### src/mfesd_pkg.sv
// package: register map, fields and carrier types
package mfesd_pkg;

    // register byte offsets on the ahb-lite slave
    localparam logic [7:0] A_CTRL = 8'h00;
    localparam logic [7:0] A_BSD = 8'h04;
    localparam logic [7:0] A_REMAP_LO = 8'h08;
    localparam logic [7:0] A_REMAP_HI = 8'h0c;
    localparam logic [7:0] A_FECTL = 8'h10;
    localparam logic [7:0] A_SBCTL = 8'h14;
    localparam logic [7:0] A_SBD0 = 8'h18;
    localparam logic [7:0] A_SBD1 = 8'h1c;
    localparam logic [7:0] A_KD0 = 8'h20;
    localparam logic [7:0] A_KD1 = 8'h24;
    localparam logic [7:0] A_LAST = 8'h28;
    localparam logic [7:0] A_STAT = 8'h2c;

    // control register fields
    localparam int CTRL_MODE_LSB = 0;
    localparam int CTRL_EXT_BIT = 4;
    localparam logic [31:0] CTRL_RST = 32'h0000_0000;

    // front-end mode codes
    localparam logic [3:0] MODE_GENERIC = 4'h0;
    localparam logic [3:0] MODE_BSD = 4'h1;
    localparam logic [3:0] MODE_ADV_MC = 4'h4;
    localparam logic [3:0] MODE_ADV_IT = 4'h7;
    localparam logic [3:0] MODE_ALT_IT = 4'hb;

    // picture word fields
    localparam int PIC_CODING_LSB = 9;
    localparam int PIC_STRUCT_LSB = 12;

    // front-end control fields
    localparam int FC_FIXED_BIT = 26;
    localparam int FC_SUBF_LSB = 24;
    localparam int FC_RSRC_LSB = 16;
    localparam int FC_WO_LSB = 8;
    localparam int FC_RDST_LSB = 0;
    localparam logic [1:0] SUBF_NONE = 2'h0;
    localparam logic [1:0] SUBF_MV = 2'h1;
    localparam logic [1:0] SUBF_RSVD = 2'h2;
    localparam logic [1:0] SUBF_BOTH = 2'h3;

    // scoreboard fields
    localparam int SB_EN_BIT = 31;
    localparam int SB_TYPE_BIT = 30;
    localparam int SB_MASK_LSB = 0;
    localparam int SB_DEPS = 8;

    // kernel descriptor fields
    localparam int KD_START_LSB = 6;
    localparam int KD_GRF_LSB = 0;
    localparam int KD_CLEN_LSB = 26;
    localparam int KD_COFS_LSB = 20;

    // remap table geometry
    localparam int REMAP_ENTRIES = 16;
    localparam int REMAP_HALF = 8;
    localparam logic [6:0] REMAP_MAX_OFS = 7'h0f;

    // picture information
    typedef struct packed {
        logic bsd_sel;  // bitstream decode state in force
        logic intra;    // coding type 01
        logic pred;     // coding type 10
        logic bidir;    // coding type 11
        logic top;      // structure 01
        logic bottom;   // structure 10
        logic frame;    // structure 11
    } mfesd_pic_t;

    // front-end control decode
    typedef struct packed {
        logic valid;            // word is meaningful in this mode
        logic fixed_ofs;        // residual at fixed source offset
        logic mv_present;       // motion vectors may be present
        logic wo_present;       // weight/offset may be present
        logic subf_rsvd;        // reserved presence code seen
        logic [7:0] resid_src;  // residual source offset, dwords
        logic [4:0] wo_dest;    // weight/offset register offset
        logic [4:0] inter_dest; // inter residual register offset
    } mfesd_fectl_t;

    // scoreboard configuration
    typedef struct packed {
        logic enable;              // scoreboard on
        logic nonstall;            // non-stalling type
        logic [7:0] mask;          // effective dependency mask
        logic [7:0][3:0] delta_x;  // signed horizontal deltas
        logic [7:0][3:0] delta_y;  // signed vertical deltas
    } mfesd_sb_t;

    // kernel descriptor decode
    typedef struct packed {
        logic [25:0] start_ptr;  // 64-byte aligned start offset
        logic [4:0] grf_blocks;  // 1..16 blocks of 8 registers
        logic const_load;        // constant entry is loaded
        logic [5:0] const_len;   // read length, 8-dword registers
        logic [5:0] const_ofs;   // read offset, 8-dword units
    } mfesd_kdesc_t;

endpackage : mfesd_pkg

### src/mfesd_remap_mem.sv
// remap table memory: 16 four-bit entries, two eight-entry word writes, registered read
`timescale 1ns/1ps
module mfesd_remap_mem (
    input wire logic hclk,
    input wire logic hresetn,
    input wire logic wr_lo,
    input wire logic wr_hi,
    input wire logic [31:0] wdata,
    input wire logic [3:0] rd_addr,
    output logic [3:0] rd_data
);
    logic [3:0] entry_ff [mfesd_pkg::REMAP_ENTRIES]; // table entries

    // each entry resets to identity and loads from its nibble
    for (genvar i = 0; i < mfesd_pkg::REMAP_ENTRIES; i++) begin : g_ent
        always_ff @(posedge hclk or negedge hresetn) begin
            if (!hresetn) begin
                entry_ff[i] <= 4'(i);
            end else if (i < mfesd_pkg::REMAP_HALF ? wr_lo : wr_hi) begin
                entry_ff[i] <= wdata[4*(i % mfesd_pkg::REMAP_HALF) +: 4];
            end
        end
    end

    // read data leaves from a register
    always_ff @(posedge hclk or negedge hresetn) begin
        if (!hresetn) begin
            rd_data <= 4'h0;
        end else begin
            rd_data <= entry_ff[rd_addr];
        end
    end
endmodule : mfesd_remap_mem

### src/mfesd_top.sv
// media front-end state decoder: ahb-lite registers, remap pipeline, decoded state
//
// Chosen here: the AHB-Lite register port and the register offsets.
`timescale 1ns/1ps
// What this block does
// - coding type 01 intra, 10 predictive, 11 bidirectional
// - remap word one holds entries 0..7
// - remap word two holds entries 8..15
// - offsets above 15 pass unchanged
// - remap only when extended state selected
// - entries 0..7 serve frame and field destinations
// - entries 8..15 ignored for field destinations in bitstream decode state
// - scoreboard enable gates all scoreboard fields
// - scoreboard type 0 stalling, 1 non-stalling
// - mask bit n enables dependency n
// - dependency 3 deltas: y top, x next nibble
// - other deltas in successive bytes of words
// - control word only in advanced transform/mc modes
// - fixed offset flag places residual at offset
// - presence code 00 none, 01 mv, 11 both
// - weight/offset offset ignored with presence code 00
// - inter residual at offset, intra at start
// - kernel start pointer from upper 26 bits
// - register blocks decode as value plus one
// - zero read length loads nothing, ignores offset
// - read offset in eight-dword units 0..63
// - mode 0001 with extended enable selects bitstream decode state
// - structure 01 top, 10 bottom, 11 frame
module mfesd_top (
    input wire logic hclk,
    input wire logic hresetn,
    input wire logic hsel,
    input wire logic [31:0] haddr,
    input wire logic [1:0] htrans,
    input wire logic hwrite,
    input wire logic [2:0] hsize,
    input wire logic [31:0] hwdata,
    input wire logic hready,
    output logic hreadyout,
    output logic hresp,
    output logic [31:0] hrdata,
    input wire logic cmd_valid,
    input wire logic [6:0] cmd_offset,
    output logic desc_valid,
    output logic [6:0] desc_offset,
    output mfesd_pkg::mfesd_pic_t pic_info,
    output mfesd_pkg::mfesd_fectl_t fe_ctl,
    output mfesd_pkg::mfesd_sb_t sb_cfg,
    output mfesd_pkg::mfesd_kdesc_t kdesc
);

    // two-bit code to one-hot {11,10,01}; 00 gives none
    function automatic logic [2:0] code3(input logic [1:0] c);
        logic [2:0] r;
        r = 3'h0;
        unique case (c)
            2'h1: r = 3'h1;
            2'h2: r = 3'h2;
            2'h3: r = 3'h4;
            2'h0: r = 3'h0;
        endcase
        return r;
    endfunction : code3

    // bus phase registers
    logic dph_wr_ff;        // data phase of a write pending
    logic [7:0] dph_addr_ff; // latched byte address
    logic [31:0] hrdata_ff; // read data for the data phase
    logic [31:0] nxt_hrdata;
    logic aph_take;         // address phase accepted

    // state registers written by software
    logic [31:0] ctrl_ff;   // mode and extended enable
    logic [31:0] bsd_ff;    // picture word
    logic [31:0] fectl_ff;  // front-end control
    logic [31:0] sbctl_ff;  // scoreboard control
    logic [31:0] sbd0_ff;   // deltas 0..3
    logic [31:0] sbd1_ff;   // deltas 4..7
    logic [31:0] kd0_ff;    // descriptor word 0
    logic [31:0] kd1_ff;    // descriptor word 1

    // remap pipeline
    logic s1_vld_ff;        // lookup in flight
    logic [6:0] s1_ofs_ff;  // raw offset in flight
    logic s1_apply_ff;      // table result to be used
    logic nxt_apply;
    logic [3:0] rd_entry;   // table read data
    logic desc_valid_ff;
    logic [6:0] desc_offset_ff;

    // decoded views of the state
    logic [3:0] mode;
    logic ext_en;
    logic bsd_sel;
    logic is_field;
    logic adv_mode;
    logic wr_lo;
    logic wr_hi;
    logic [2:0] ctype_oh;
    logic [2:0] pstruct_oh;

    mfesd_pkg::mfesd_pic_t pic_ff;
    mfesd_pkg::mfesd_fectl_t fectl_dec_ff;
    mfesd_pkg::mfesd_sb_t sb_ff;
    mfesd_pkg::mfesd_kdesc_t kd_ff;

    // zero-wait slave, always okay
    assign hreadyout = 1'b1;
    assign hresp = 1'b0;
    assign hrdata = hrdata_ff;

    // an address phase is taken on a non-idle selected transfer
    assign aph_take = hsel && hready && htrans[1];

    // mode and selection terms
    assign mode = ctrl_ff[mfesd_pkg::CTRL_MODE_LSB +: 4];
    assign ext_en = ctrl_ff[mfesd_pkg::CTRL_EXT_BIT];
    assign bsd_sel = ext_en && (mode == mfesd_pkg::MODE_BSD);
    assign adv_mode = (mode == mfesd_pkg::MODE_ADV_MC)
                   || (mode == mfesd_pkg::MODE_ADV_IT);
    assign ctype_oh = code3(bsd_ff[mfesd_pkg::PIC_CODING_LSB +: 2]);
    assign pstruct_oh = code3(bsd_ff[mfesd_pkg::PIC_STRUCT_LSB +: 2]);
    assign is_field = pstruct_oh[0] || pstruct_oh[1];

    // table writes happen in the write data phase
    assign wr_lo = dph_wr_ff && (dph_addr_ff == mfesd_pkg::A_REMAP_LO);
    assign wr_hi = dph_wr_ff && (dph_addr_ff == mfesd_pkg::A_REMAP_HI);

    // address phase capture
    always_ff @(posedge hclk or negedge hresetn) begin
        if (!hresetn) begin
            dph_wr_ff <= 1'b0;
            dph_addr_ff <= 8'h00;
        end else if (hready) begin
            dph_wr_ff <= aph_take && hwrite;
            dph_addr_ff <= {haddr[7:2], 2'b00};
        end
    end

    // read mux; unmapped and write-only words read zero
    always_comb begin
        nxt_hrdata = 32'h0000_0000;
        unique case ({haddr[7:2], 2'b00})
            mfesd_pkg::A_CTRL: nxt_hrdata = ctrl_ff;
            mfesd_pkg::A_BSD: nxt_hrdata = bsd_ff;
            mfesd_pkg::A_FECTL: nxt_hrdata = fectl_ff;
            mfesd_pkg::A_SBCTL: nxt_hrdata = sbctl_ff;
            mfesd_pkg::A_SBD0: nxt_hrdata = sbd0_ff;
            mfesd_pkg::A_SBD1: nxt_hrdata = sbd1_ff;
            mfesd_pkg::A_KD0: nxt_hrdata = kd0_ff;
            mfesd_pkg::A_KD1: nxt_hrdata = kd1_ff;
            mfesd_pkg::A_LAST: nxt_hrdata = {25'h0, desc_offset_ff};
            mfesd_pkg::A_STAT: nxt_hrdata = {19'h0, kd_ff.const_load,
                                             sb_ff.enable, fectl_dec_ff.valid,
                                             bsd_sel, 2'h0, pstruct_oh,
                                             1'b0, ctype_oh};
            default: nxt_hrdata = 32'h0000_0000;
        endcase
    end

    // read data latched at the address phase edge
    always_ff @(posedge hclk or negedge hresetn) begin
        if (!hresetn) begin
            hrdata_ff <= 32'h0000_0000;
        end else if (aph_take && !hwrite) begin
            hrdata_ff <= nxt_hrdata;
        end
    end

    // mode and extended-state control
    always_ff @(posedge hclk or negedge hresetn) begin
        if (!hresetn) begin
            ctrl_ff <= mfesd_pkg::CTRL_RST;
        end else if (dph_wr_ff && dph_addr_ff == mfesd_pkg::A_CTRL) begin
            ctrl_ff <= {27'h0, hwdata[mfesd_pkg::CTRL_EXT_BIT:0]};
        end
    end

    // extended state words
    always_ff @(posedge hclk or negedge hresetn) begin
        if (!hresetn) begin
            bsd_ff <= 32'h0000_0000;
            fectl_ff <= 32'h0000_0000;
            sbctl_ff <= 32'h0000_0000;
            sbd0_ff <= 32'h0000_0000;
            sbd1_ff <= 32'h0000_0000;
        end else if (dph_wr_ff) begin
            unique case (dph_addr_ff)
                mfesd_pkg::A_BSD: bsd_ff <= hwdata;
                mfesd_pkg::A_FECTL: fectl_ff <= hwdata;
                mfesd_pkg::A_SBCTL: sbctl_ff <= hwdata;
                mfesd_pkg::A_SBD0: sbd0_ff <= hwdata;
                mfesd_pkg::A_SBD1: sbd1_ff <= hwdata;
                default: ;
            endcase
        end
    end

    // kernel descriptor words
    always_ff @(posedge hclk or negedge hresetn) begin
        if (!hresetn) begin
            kd0_ff <= 32'h0000_0000;
            kd1_ff <= 32'h0000_0000;
        end else if (dph_wr_ff) begin
            if (dph_addr_ff == mfesd_pkg::A_KD0) begin
                kd0_ff <= hwdata;
            end
            if (dph_addr_ff == mfesd_pkg::A_KD1) begin
                kd1_ff <= hwdata;
            end
        end
    end

    // remap table, read address from the command
    mfesd_remap_mem u_mem (
        .hclk(hclk),
        .hresetn(hresetn),
        .wr_lo(wr_lo),
        .wr_hi(wr_hi),
        .wdata(hwdata),
        .rd_addr(cmd_offset[3:0]),
        .rd_data(rd_entry)
    );

    // decide whether the table answer replaces the offset
    always_comb begin
        nxt_apply = ext_en;
        if (cmd_offset > mfesd_pkg::REMAP_MAX_OFS) begin
            nxt_apply = 1'b0;
        end else if (bsd_sel && is_field && cmd_offset[3]) begin
            nxt_apply = 1'b0;
        end
        // low entries apply to frame and field alike
    end

    // stage one: table read in flight
    always_ff @(posedge hclk or negedge hresetn) begin
        if (!hresetn) begin
            s1_vld_ff <= 1'b0;
            s1_ofs_ff <= 7'h00;
            s1_apply_ff <= 1'b0;
        end else begin
            s1_vld_ff <= cmd_valid;
            s1_ofs_ff <= cmd_offset;
            s1_apply_ff <= cmd_valid && nxt_apply;
        end
    end

    // stage two: registered descriptor offset toward spawning
    always_ff @(posedge hclk or negedge hresetn) begin
        if (!hresetn) begin
            desc_valid_ff <= 1'b0;
            desc_offset_ff <= 7'h00;
        end else begin
            desc_valid_ff <= s1_vld_ff;
            if (s1_vld_ff) begin
                desc_offset_ff <= s1_apply_ff ? {3'h0, rd_entry} : s1_ofs_ff;
            end
        end
    end

    assign desc_valid = desc_valid_ff;
    assign desc_offset = desc_offset_ff;

    // picture information decode
    always_ff @(posedge hclk or negedge hresetn) begin
        if (!hresetn) begin
            pic_ff <= '0;
        end else begin
            pic_ff.bsd_sel <= bsd_sel;
            pic_ff.intra <= ctype_oh[0];
            pic_ff.pred <= ctype_oh[1];
            pic_ff.bidir <= ctype_oh[2];
            pic_ff.top <= pstruct_oh[0];
            pic_ff.bottom <= pstruct_oh[1];
            pic_ff.frame <= pstruct_oh[2];
        end
    end

    // front-end control decode; zero outside the advanced modes
    always_ff @(posedge hclk or negedge hresetn) begin
        if (!hresetn) begin
            fectl_dec_ff <= '0;
        end else if (!(ext_en && adv_mode)) begin
            fectl_dec_ff <= '0;
        end else begin
            fectl_dec_ff.valid <= 1'b1;
            fectl_dec_ff.fixed_ofs <= fectl_ff[mfesd_pkg::FC_FIXED_BIT];
            fectl_dec_ff.mv_present <=
                fectl_ff[mfesd_pkg::FC_SUBF_LSB +: 2] == mfesd_pkg::SUBF_MV
                || fectl_ff[mfesd_pkg::FC_SUBF_LSB +: 2] == mfesd_pkg::SUBF_BOTH;
            fectl_dec_ff.wo_present <=
                fectl_ff[mfesd_pkg::FC_SUBF_LSB +: 2] == mfesd_pkg::SUBF_BOTH;
            fectl_dec_ff.subf_rsvd <=
                fectl_ff[mfesd_pkg::FC_SUBF_LSB +: 2] == mfesd_pkg::SUBF_RSVD;
            // offset used only with the fixed flag
            fectl_dec_ff.resid_src <= fectl_ff[mfesd_pkg::FC_FIXED_BIT]
                ? fectl_ff[mfesd_pkg::FC_RSRC_LSB +: 8] : 8'h00;
            // presence code 00: weight/offset offset dropped
            fectl_dec_ff.wo_dest <=
                fectl_ff[mfesd_pkg::FC_SUBF_LSB +: 2] == mfesd_pkg::SUBF_NONE
                ? 5'h00 : fectl_ff[mfesd_pkg::FC_WO_LSB +: 5];
            // inter offset; intra residual lands at register 0
            fectl_dec_ff.inter_dest <= fectl_ff[mfesd_pkg::FC_RDST_LSB +: 5];
        end
    end

    // scoreboard control; disabled clears every other field
    always_ff @(posedge hclk or negedge hresetn) begin
        if (!hresetn) begin
            sb_ff.enable <= 1'b0;
            sb_ff.nonstall <= 1'b0;
            sb_ff.mask <= 8'h00;
        end else begin
            sb_ff.enable <= sbctl_ff[mfesd_pkg::SB_EN_BIT];
            sb_ff.nonstall <= sbctl_ff[mfesd_pkg::SB_EN_BIT]
                && sbctl_ff[mfesd_pkg::SB_TYPE_BIT];
            sb_ff.mask <= sbctl_ff[mfesd_pkg::SB_EN_BIT]
                ? sbctl_ff[mfesd_pkg::SB_MASK_LSB +: 8] : 8'h00;
        end
    end

    // per-dependency deltas: y in upper nibble, x in lower
    for (genvar d = 0; d < mfesd_pkg::SB_DEPS; d++) begin : g_dep
        logic [7:0] dbyte;
        assign dbyte = (d < 4) ? sbd0_ff[8*(d % 4) +: 8]
                               : sbd1_ff[8*(d % 4) +: 8];
        always_ff @(posedge hclk or negedge hresetn) begin
            if (!hresetn) begin
                sb_ff.delta_x[d] <= 4'h0;
                sb_ff.delta_y[d] <= 4'h0;
            end else if (!sbctl_ff[mfesd_pkg::SB_EN_BIT]) begin
                sb_ff.delta_x[d] <= 4'h0;
                sb_ff.delta_y[d] <= 4'h0;
            end else begin
                sb_ff.delta_y[d] <= dbyte[7:4];
                sb_ff.delta_x[d] <= dbyte[3:0];
            end
        end
    end

    // kernel descriptor decode
    always_ff @(posedge hclk or negedge hresetn) begin
        if (!hresetn) begin
            kd_ff <= '0;
        end else begin
            kd_ff.start_ptr <= kd0_ff[31:mfesd_pkg::KD_START_LSB];
            kd_ff.grf_blocks <= {1'b0, kd0_ff[mfesd_pkg::KD_GRF_LSB +: 4]}
                + 5'h01;
            kd_ff.const_len <= kd1_ff[mfesd_pkg::KD_CLEN_LSB +: 6];
            kd_ff.const_load <= kd1_ff[mfesd_pkg::KD_CLEN_LSB +: 6] != 6'h00;
            // zero length makes the offset irrelevant
            kd_ff.const_ofs <= kd1_ff[mfesd_pkg::KD_CLEN_LSB +: 6] == 6'h00
                ? 6'h00 : kd1_ff[mfesd_pkg::KD_COFS_LSB +: 6];
        end
    end

    // decoded structs leave from flip-flops
    assign pic_info = pic_ff;
    assign fe_ctl = fectl_dec_ff;
    assign sb_cfg = sb_ff;
    assign kdesc = kd_ff;

endmodule : mfesd_top

### config.mk
export PLATFORM = sky130hd
export DESIGN_NAME = mfesd_top
export DESIGN_NICKNAME = d
export VERILOG_FILES = /design/src/mfesd_pkg.sv /design/src/mfesd_remap_mem.sv /design/src/mfesd_top.sv
export SDC_FILE = /design/constraint.sdc
export NUM_CORES = 1
export LEC_CHECK = 0
export ABC_AREA = 1
export CAP_MARGIN = 30
export CORE_ASPECT_RATIO = 1.1
export CORE_MARGIN = 10
export CORE_UTILIZATION = 45
export DETAILED_ROUTE_END_ITERATION = 10
export DONT_BUFFER_PORTS = 1
export GPL_TIMING_DRIVEN = 0
export RECOVER_POWER = 50
export SLEW_MARGIN = 20
export SYNTH_ARGS = -nofsm -noshare
export SYNTH_HDL_FRONTEND = slang
export SYNTH_SLANG_ARGS = --single-unit
### constraint.sdc
create_clock -name hclk -period 2.3 [get_ports hclk]
set_input_delay 0.23 -clock hclk [delete_from_list [all_inputs] [get_ports hclk]]
set_output_delay 0.23 -clock hclk [all_outputs]
set_load 0.05 [all_outputs]
# Word-level counts from Yosys, hierarchy flattened
# Index checks and enable logic that the tools add are counted.
# op_classes
add_sub_neg	1
multipliers	0
div	0
magnitude_cmp	2
eq_ne	30
n_shift	0
muxes	30
bitwise	1
n_reduce_logical	31
# op_table
operator	n
case mux 32 bit (10 select lines)	1
two-way mux 4 bit	18
== test 6 x 3 -> 1 bit, second input constant	8
== test 6 x 4 -> 1 bit, second input constant	6
case mux 3 bit (4 select lines)	2
two-way mux 23 bit	1
binary-select mux 4 bit (select 4 bit)	1
two-way mux 8 bit	2
AND reduction 2 bit	7
logical AND 1 bit	13
== test 2 bit, second input constant	6
== test 6 x 1 -> 1 bit, second input constant	2
== test 6 x 2 -> 1 bit, second input constant	2
zero test 6 bit	2
== test 4 x 3 -> 1 bit, second input constant	2
zero test 8 bit	1
> comparator 7 x 4 -> 1 bit, second input constant	1
two-way mux 7 bit	1
== test 2 x 1 -> 1 bit, second input constant	3
zero test 2 bit	3
two-way mux 6 bit	1
nonzero test 6 bit	1
adder 4 x 1 -> 5 bit, second input constant	1
greater-or-equal comparator 5 bit, second input constant	1
6 further kinds	9
# totals
reg_bits	501
latchBits	0
ramBits	0
romBits	0
inputBits	82
out_inout_bits	190
elab_cells	167
n_memories	0

# Logic depth before layout (Yosys ltp)
# logic_depth
depth_word	8
ltp_mapped	11
depth_no_buf	10

# Cells and area by module
# From an unflattened synthesis, not the netlist that was laid out.
# unflattened
hier_cells	2329
hier_area_um2	20287.0
# by_module_without_submodules
module	instances	cells_per_inst	area_each_um2	seq_area_each_um2
mfesd_top	1	1916	17030.1	10835.4
mfesd_remap_mem	1	413	3256.9	1741.7

# Worst setup path before layout
# OpenSTA, ideal clock, no wires.
# synth_path
path_type	register to register
from	register dph_addr_ff[7]
to	register kd0_ff[10]
setup_time_ns	0.130
t_arrival_ns	1.451
t_required_ns	2.170
path_slack_ns	0.719
stages_incl_launch_ff	8
path_buffers	2
period_less_slack_ns	1.581
path_cell_list	dfrtp_1 > nor2_1 > nand3_1 > or2_2 > buf_2 > clkbuf_1 > nand2_1 > o21ai_0
# synth_via
elab_chain_len	2
# synth_rtl
item	line_no	rtl
start: declaration	mfesd_top.sv:67	logic [7:0] dph_addr_ff;
start signal: assignment	mfesd_top.sv:136	dph_addr_ff <= {haddr[7:2], 2'b00};
== test 6 x 4 -> 1 bit	mfesd_top.sv:205	if (dph_addr_ff == mfesd_pkg::A_KD0) begin
AND reduction 2 bit (no source line)	--	
end signal: assignment	mfesd_top.sv:206	kd0_ff <= hwdata;
end: declaration	mfesd_top.sv:79	logic [31:0] kd0_ff;
# No other way between the ends.
# A chain may end at the register's enable or synchronous reset.

# Final worst setup path
# layout_path
from	input haddr[7]
to	register hrdata_ff[25], in the netlist hrdata[25]
# layout_via
elab_chain_len	2
word_cells_on_any_way	11
classes_between	eq/ne: 9; mux: 1; reduce/logical: 1
# layout_rtl
item	line_no	rtl
start: declaration	mfesd_top.sv:33	input wire logic [31:0] haddr,
== test 6 x 4 -> 1 bit (tied with other cells)	mfesd_top.sv:143	unique case ({haddr[7:2], 2'b00})
case mux 32 bit (10 select lines) (*)	mfesd_top.sv:143	
end signal: assignment	mfesd_top.sv:166	hrdata_ff <= nxt_hrdata;
end: declaration	mfesd_top.sv:68	logic [31:0] hrdata_ff;
# Mark *: on every way between the ends. The rest lies on a longest branch, timed or not.

==> key figures <==
Floorplanning
  – Number of rows in the core area: 81
  – Die height: 241.7 um
  – Die Wd: 221.5 um
  – Top-level I/O count: 272
  – Core ar.: 0.04429 mm^2
  – Overall die area: 0.05353 mm^2
  – Starting density of the core: 45.38%

Critical path
  – Worst setup SP type: primary input
  – Standard cell with the maximum stage delay on the critical path: o21ai_0
  – Crit path launch: haddr[7]
  – End of the worst register-to-register path: sb_cfg[21]$_DFF_PN0_
  – FF-to-FF Start: sbctl_ff[31]$_DFFE_PN0P_
  – Highest net fanout along the worst path: 10
  – Worst path max stage delay: 560 ps
  – Reg2Reg Setup Slack: 100 ps
  – Worst r2r path cells: 4
  – Required time at the endpoint of the critical path: 2840 ps
  – Worst setup endpoint: hrdata[25]$_DFFE_PN0P_
  – Critical Path AT: 2780 ps
  – Cell type with the highest occurrence count on the critical path: nand2_1
  – Critical-path cell list: dlygate4sd3_1 > inv_1 > nand2_1 > nor2_2 > nand2_1 > buf_2 > o21ai_0 > nor2_1 > nand2_1 > nand2_1 > nand2_1
  – Endpoint type of the worst setup path: register
  – Path type of the worst setup path: in2reg

Synth
  – Per-instance average area after synthesis: 8.823 um^2
  – Sequential cell area fraction in the yosys report: 62.57%
  – #FFs+latches synth: 501
  – Post-synthesis cell area: 0.02010 mm^2
  – Number of standard cells after synthesis: 2278
  – Yosys cell types: 32
  – Total of warnings raised by yosys: 0
  – Synthesized net count: 2364
  – EDFF count, synth: 0
  – Flip-flop cell with the highest count after synthesis: dfrtp_1
  – Post-synth ARST share: 100.0%

Timing
  – Final number of hold-violating endpoints: 473
  – Max Transition Viols Final: 182
  – Slew Limit Headroom: -14.00%
  – Final critical path time including I/O delays and setup: 2238 ps
  – Actual transition at the worst max-transition pin: 1710 ps
  – Final Setup Violations: 0
  – RSZ-0062 raised after global routing: no
  – Smallest hold slack: -672.8 ps
  – Worst-case clock skew: 33.61 ps
  – TNS Setup: 0 ps
  – Period utilization: 97.31%
  – Peak Freq: 446.8 MHz

Place
  – Placed Instances: 2859
  – DP Wirelength: 51410 um
  – Post-placement cell area: 0.02083 mm^2
  – Buffers added on ports: 0
  – Final estimated routing congestion in global placement: 0.9507

Finish
  – Nets: 2469
  – Count of non-filler cells in the finished layout: 3009
  – Core utilization of the finished layout: 52.41%
  – FF+latch area: 0.01258 mm^2
  – Layout cell share with drive strength beyond 1: 7.543%
  – Total area of multi-input combinational cells: 0.006170 mm^2
  – Fillers: 4139
  – Area growth from synthesis to final layout: 15.49%
  – Final cell area excluding filler cells: 0.02321 mm^2

Clock tree
  – Clock sink count: 501
  – CTS tree: built
  – Worst-skew pair later-pin latency: 610 ps
  – Maximum buffer depth of the clock tree: 3
  – Number of buffers inserted during clock tree synthesis: 52
  – Worst-path clk slew: 60 ps
  – CTS HTree Levels: 2
  – CTS Hold Bufs: 47
  – CTS Root Cell: clkbuf_16

Drt
  – Vias/cell: 5.362
  – Total length of routed wires: 70370 um
  – Total iterations of the first detailed-routing run: 5
  – Post-route DRC violation count: 0
  – Detail-routed net length per standard cell: 23.39 um
  – DRT antenna net count: 0
  – Count of routing violations after the opening detailed-route iteration: 2095
  – Vias post-DR: 16130

Global routing
  – Maximum number of pins on one net before global-route repair: 502
  – Antenna violations before repair: 3
  – Total overflow reported by the global router: 0
  – Wire length of the first global-routing pass: 105100 um
  – All-Layer GR Usage: 25.74%
  – Vias in the first global route: 15770

Min path
  – Worst min-delay path category: in2async

Pwr
  – Sum of internal, switching and leakage power: 23.13 mW
  – Leakage: 11.81 nW
  – Largest voltage drop on the vdd net: 0.5516 mV
  – Power density of the placed cells: 996.6 mW/mm^2

Run status
  – Result of the run: complete, but fails checks
  – Violated checks: negative hold slack, max-slew violations

Flow run
  – MaxCap Viol Count: 0
[power breakdown]
group	switching, mW	total (mW)	internal, mW
clock	3.59	9.13	5.54
sequential	2.51	12.4	9.85
combinational	1.11	1.65	0.545
[sequential cells by signal, summed over array words and instances (netlist names)]
register	count
sbd0_ff	32
fectl_ff	32
u_mem.entry_ff	64
desc_valid	1
sbctl_ff	32
desc_offset	7
sbd1_ff	32
s1_ofs_ff	7
sb_cfg	74
ctrl_ff	5
fe_ctl	23
bsd_ff	32
kd0_ff	32
s1_apply_ff	1
kd1_ff	32
u_mem.rd_data	4
kdesc	44
pic_info	7
dph_addr_ff	6
s1_vld_ff	1
hrdata	32
dph_wr_ff	1
[worst max-delay path: cells and delay by family]
family,cells,cell delay (ps)
AOI/OAI and AO/OA,1,560
buffers and inverters,3,920
and+or+nand+nor,7,1060
[per-layer routing]
layer	vias to the layer above	track usage (%)	share of wire, %
li1	7332	-	-
met1	7944	34.55	42
met2	747	40.64	46
met3	108	6.528	9.0
met4	2	7.247	2.9
met5	-	0	0.0099
[layout by cell type (no fill, tap or decap), drive strengths merged]
cell type	count
xor2	2
inv	239
nand4	8
nand2	711
and3	1
nor3	5
or2	1
ha	4
clkinv	12
dfrtp	469
a31oi	3
o21ai	263
clkbuf	133
dfstp	32
bufinv	7
o22ai	2
a21oi	93
nor4	4
diode	2
nand3	82
clkinvlp	2
nor2	235
o211ai	16
conb	2
buf	53
dlygate4sd3	47
[kinds of logic after synthesis]
group / synth area share [%]
AND/OR/NAND/NOR: 20.69
buffers and inverters: 6.742
XOR/XNOR: 0.08717
AO/OA/AOI/OAI: 9.618
adder cells (fa/ha/maj): 0.2490
flip-flops: 62.57
other: 0.03736
[timing repair]
action                                 in CTS  in global routing
resized for setup                           0                  3
cloned                                      0                  0
buffers inserted                            3                  0
endpoints found under the hold margin     696                501
setup endpoints to repair                  35                  8
pin swaps                                   2                  0
[synthesized netlist by cell type, types with 4 or more instances]
cell type | number | area (um^2)
dfrtp_1 | 469 | 11740
buf_2 | 41 | 205.2
nand3_1 | 81 | 405.4
nand4_1 | 8 | 50.05
nand2_1 | 711 | 2669
dfstp_2 | 32 | 840.8
clkbuf_1 | 55 | 206.5
nor2_1 | 229 | 859.6
o21ai_1 | 28 | 140.1
o21ai_0 | 235 | 1176
o211ai_1 | 16 | 120.1
a21oi_1 | 93 | 465.5
buf_1 | 7 | 26.28
nor3_1 | 4 | 20.02
inv_1 | 234 | 878.3
ha_1 | 4 | 50.05
[layout make-up]
class / instances / area share, %
Tap cell: 581 / 3.132
Multi-Input combinational cell: 1432 / 26.58
Clock inverter: 21 / 1.310
Sequential cell: 501 / 54.18
Antenna cell: 2 / 0.02156
Clock buffer: 76 / 6.781
Inverter: 239 / 3.865
Buffer: 106 / 1.973
Timing Repair Buffer: 51 / 2.156
[metrics by stage]
step | setup slack (ps) | hold slack [ps]
detailed placement | -253.9 | -38.12
CTS | 146.8 | -673.8
finish | 61.76 | -672.8
global route | 3.537 | -698.4
global placement | -260.2 | -38.41
floorplan | 719.1 | -65.59
[worst min path at each step]
| stage | slack, ps | cells after the start | to | start |
|---|---|---|---|---|
| after floorplan | -70 | 0 | bsd_ff[0]$_DFFE_PN0P_ | hresetn |
| after global routing | -700 | 0 | sb_cfg[51]$_DFF_PN0_ | hresetn |
| after global placement | -40 | 0 | sb_cfg[17]$_DFF_PN0_ | hresetn |
| after detailed placement | -40 | 0 | sb_cfg[17]$_DFF_PN0_ | hresetn |
| final | -670 | 0 | sbd0_ff[2]$_DFFE_PN0P_ | hresetn |
| after CTS | -670 | 0 | sb_cfg[17]$_DFF_PN0_ | hresetn |
Note: power is estimated with default switching activity, not from simulation.
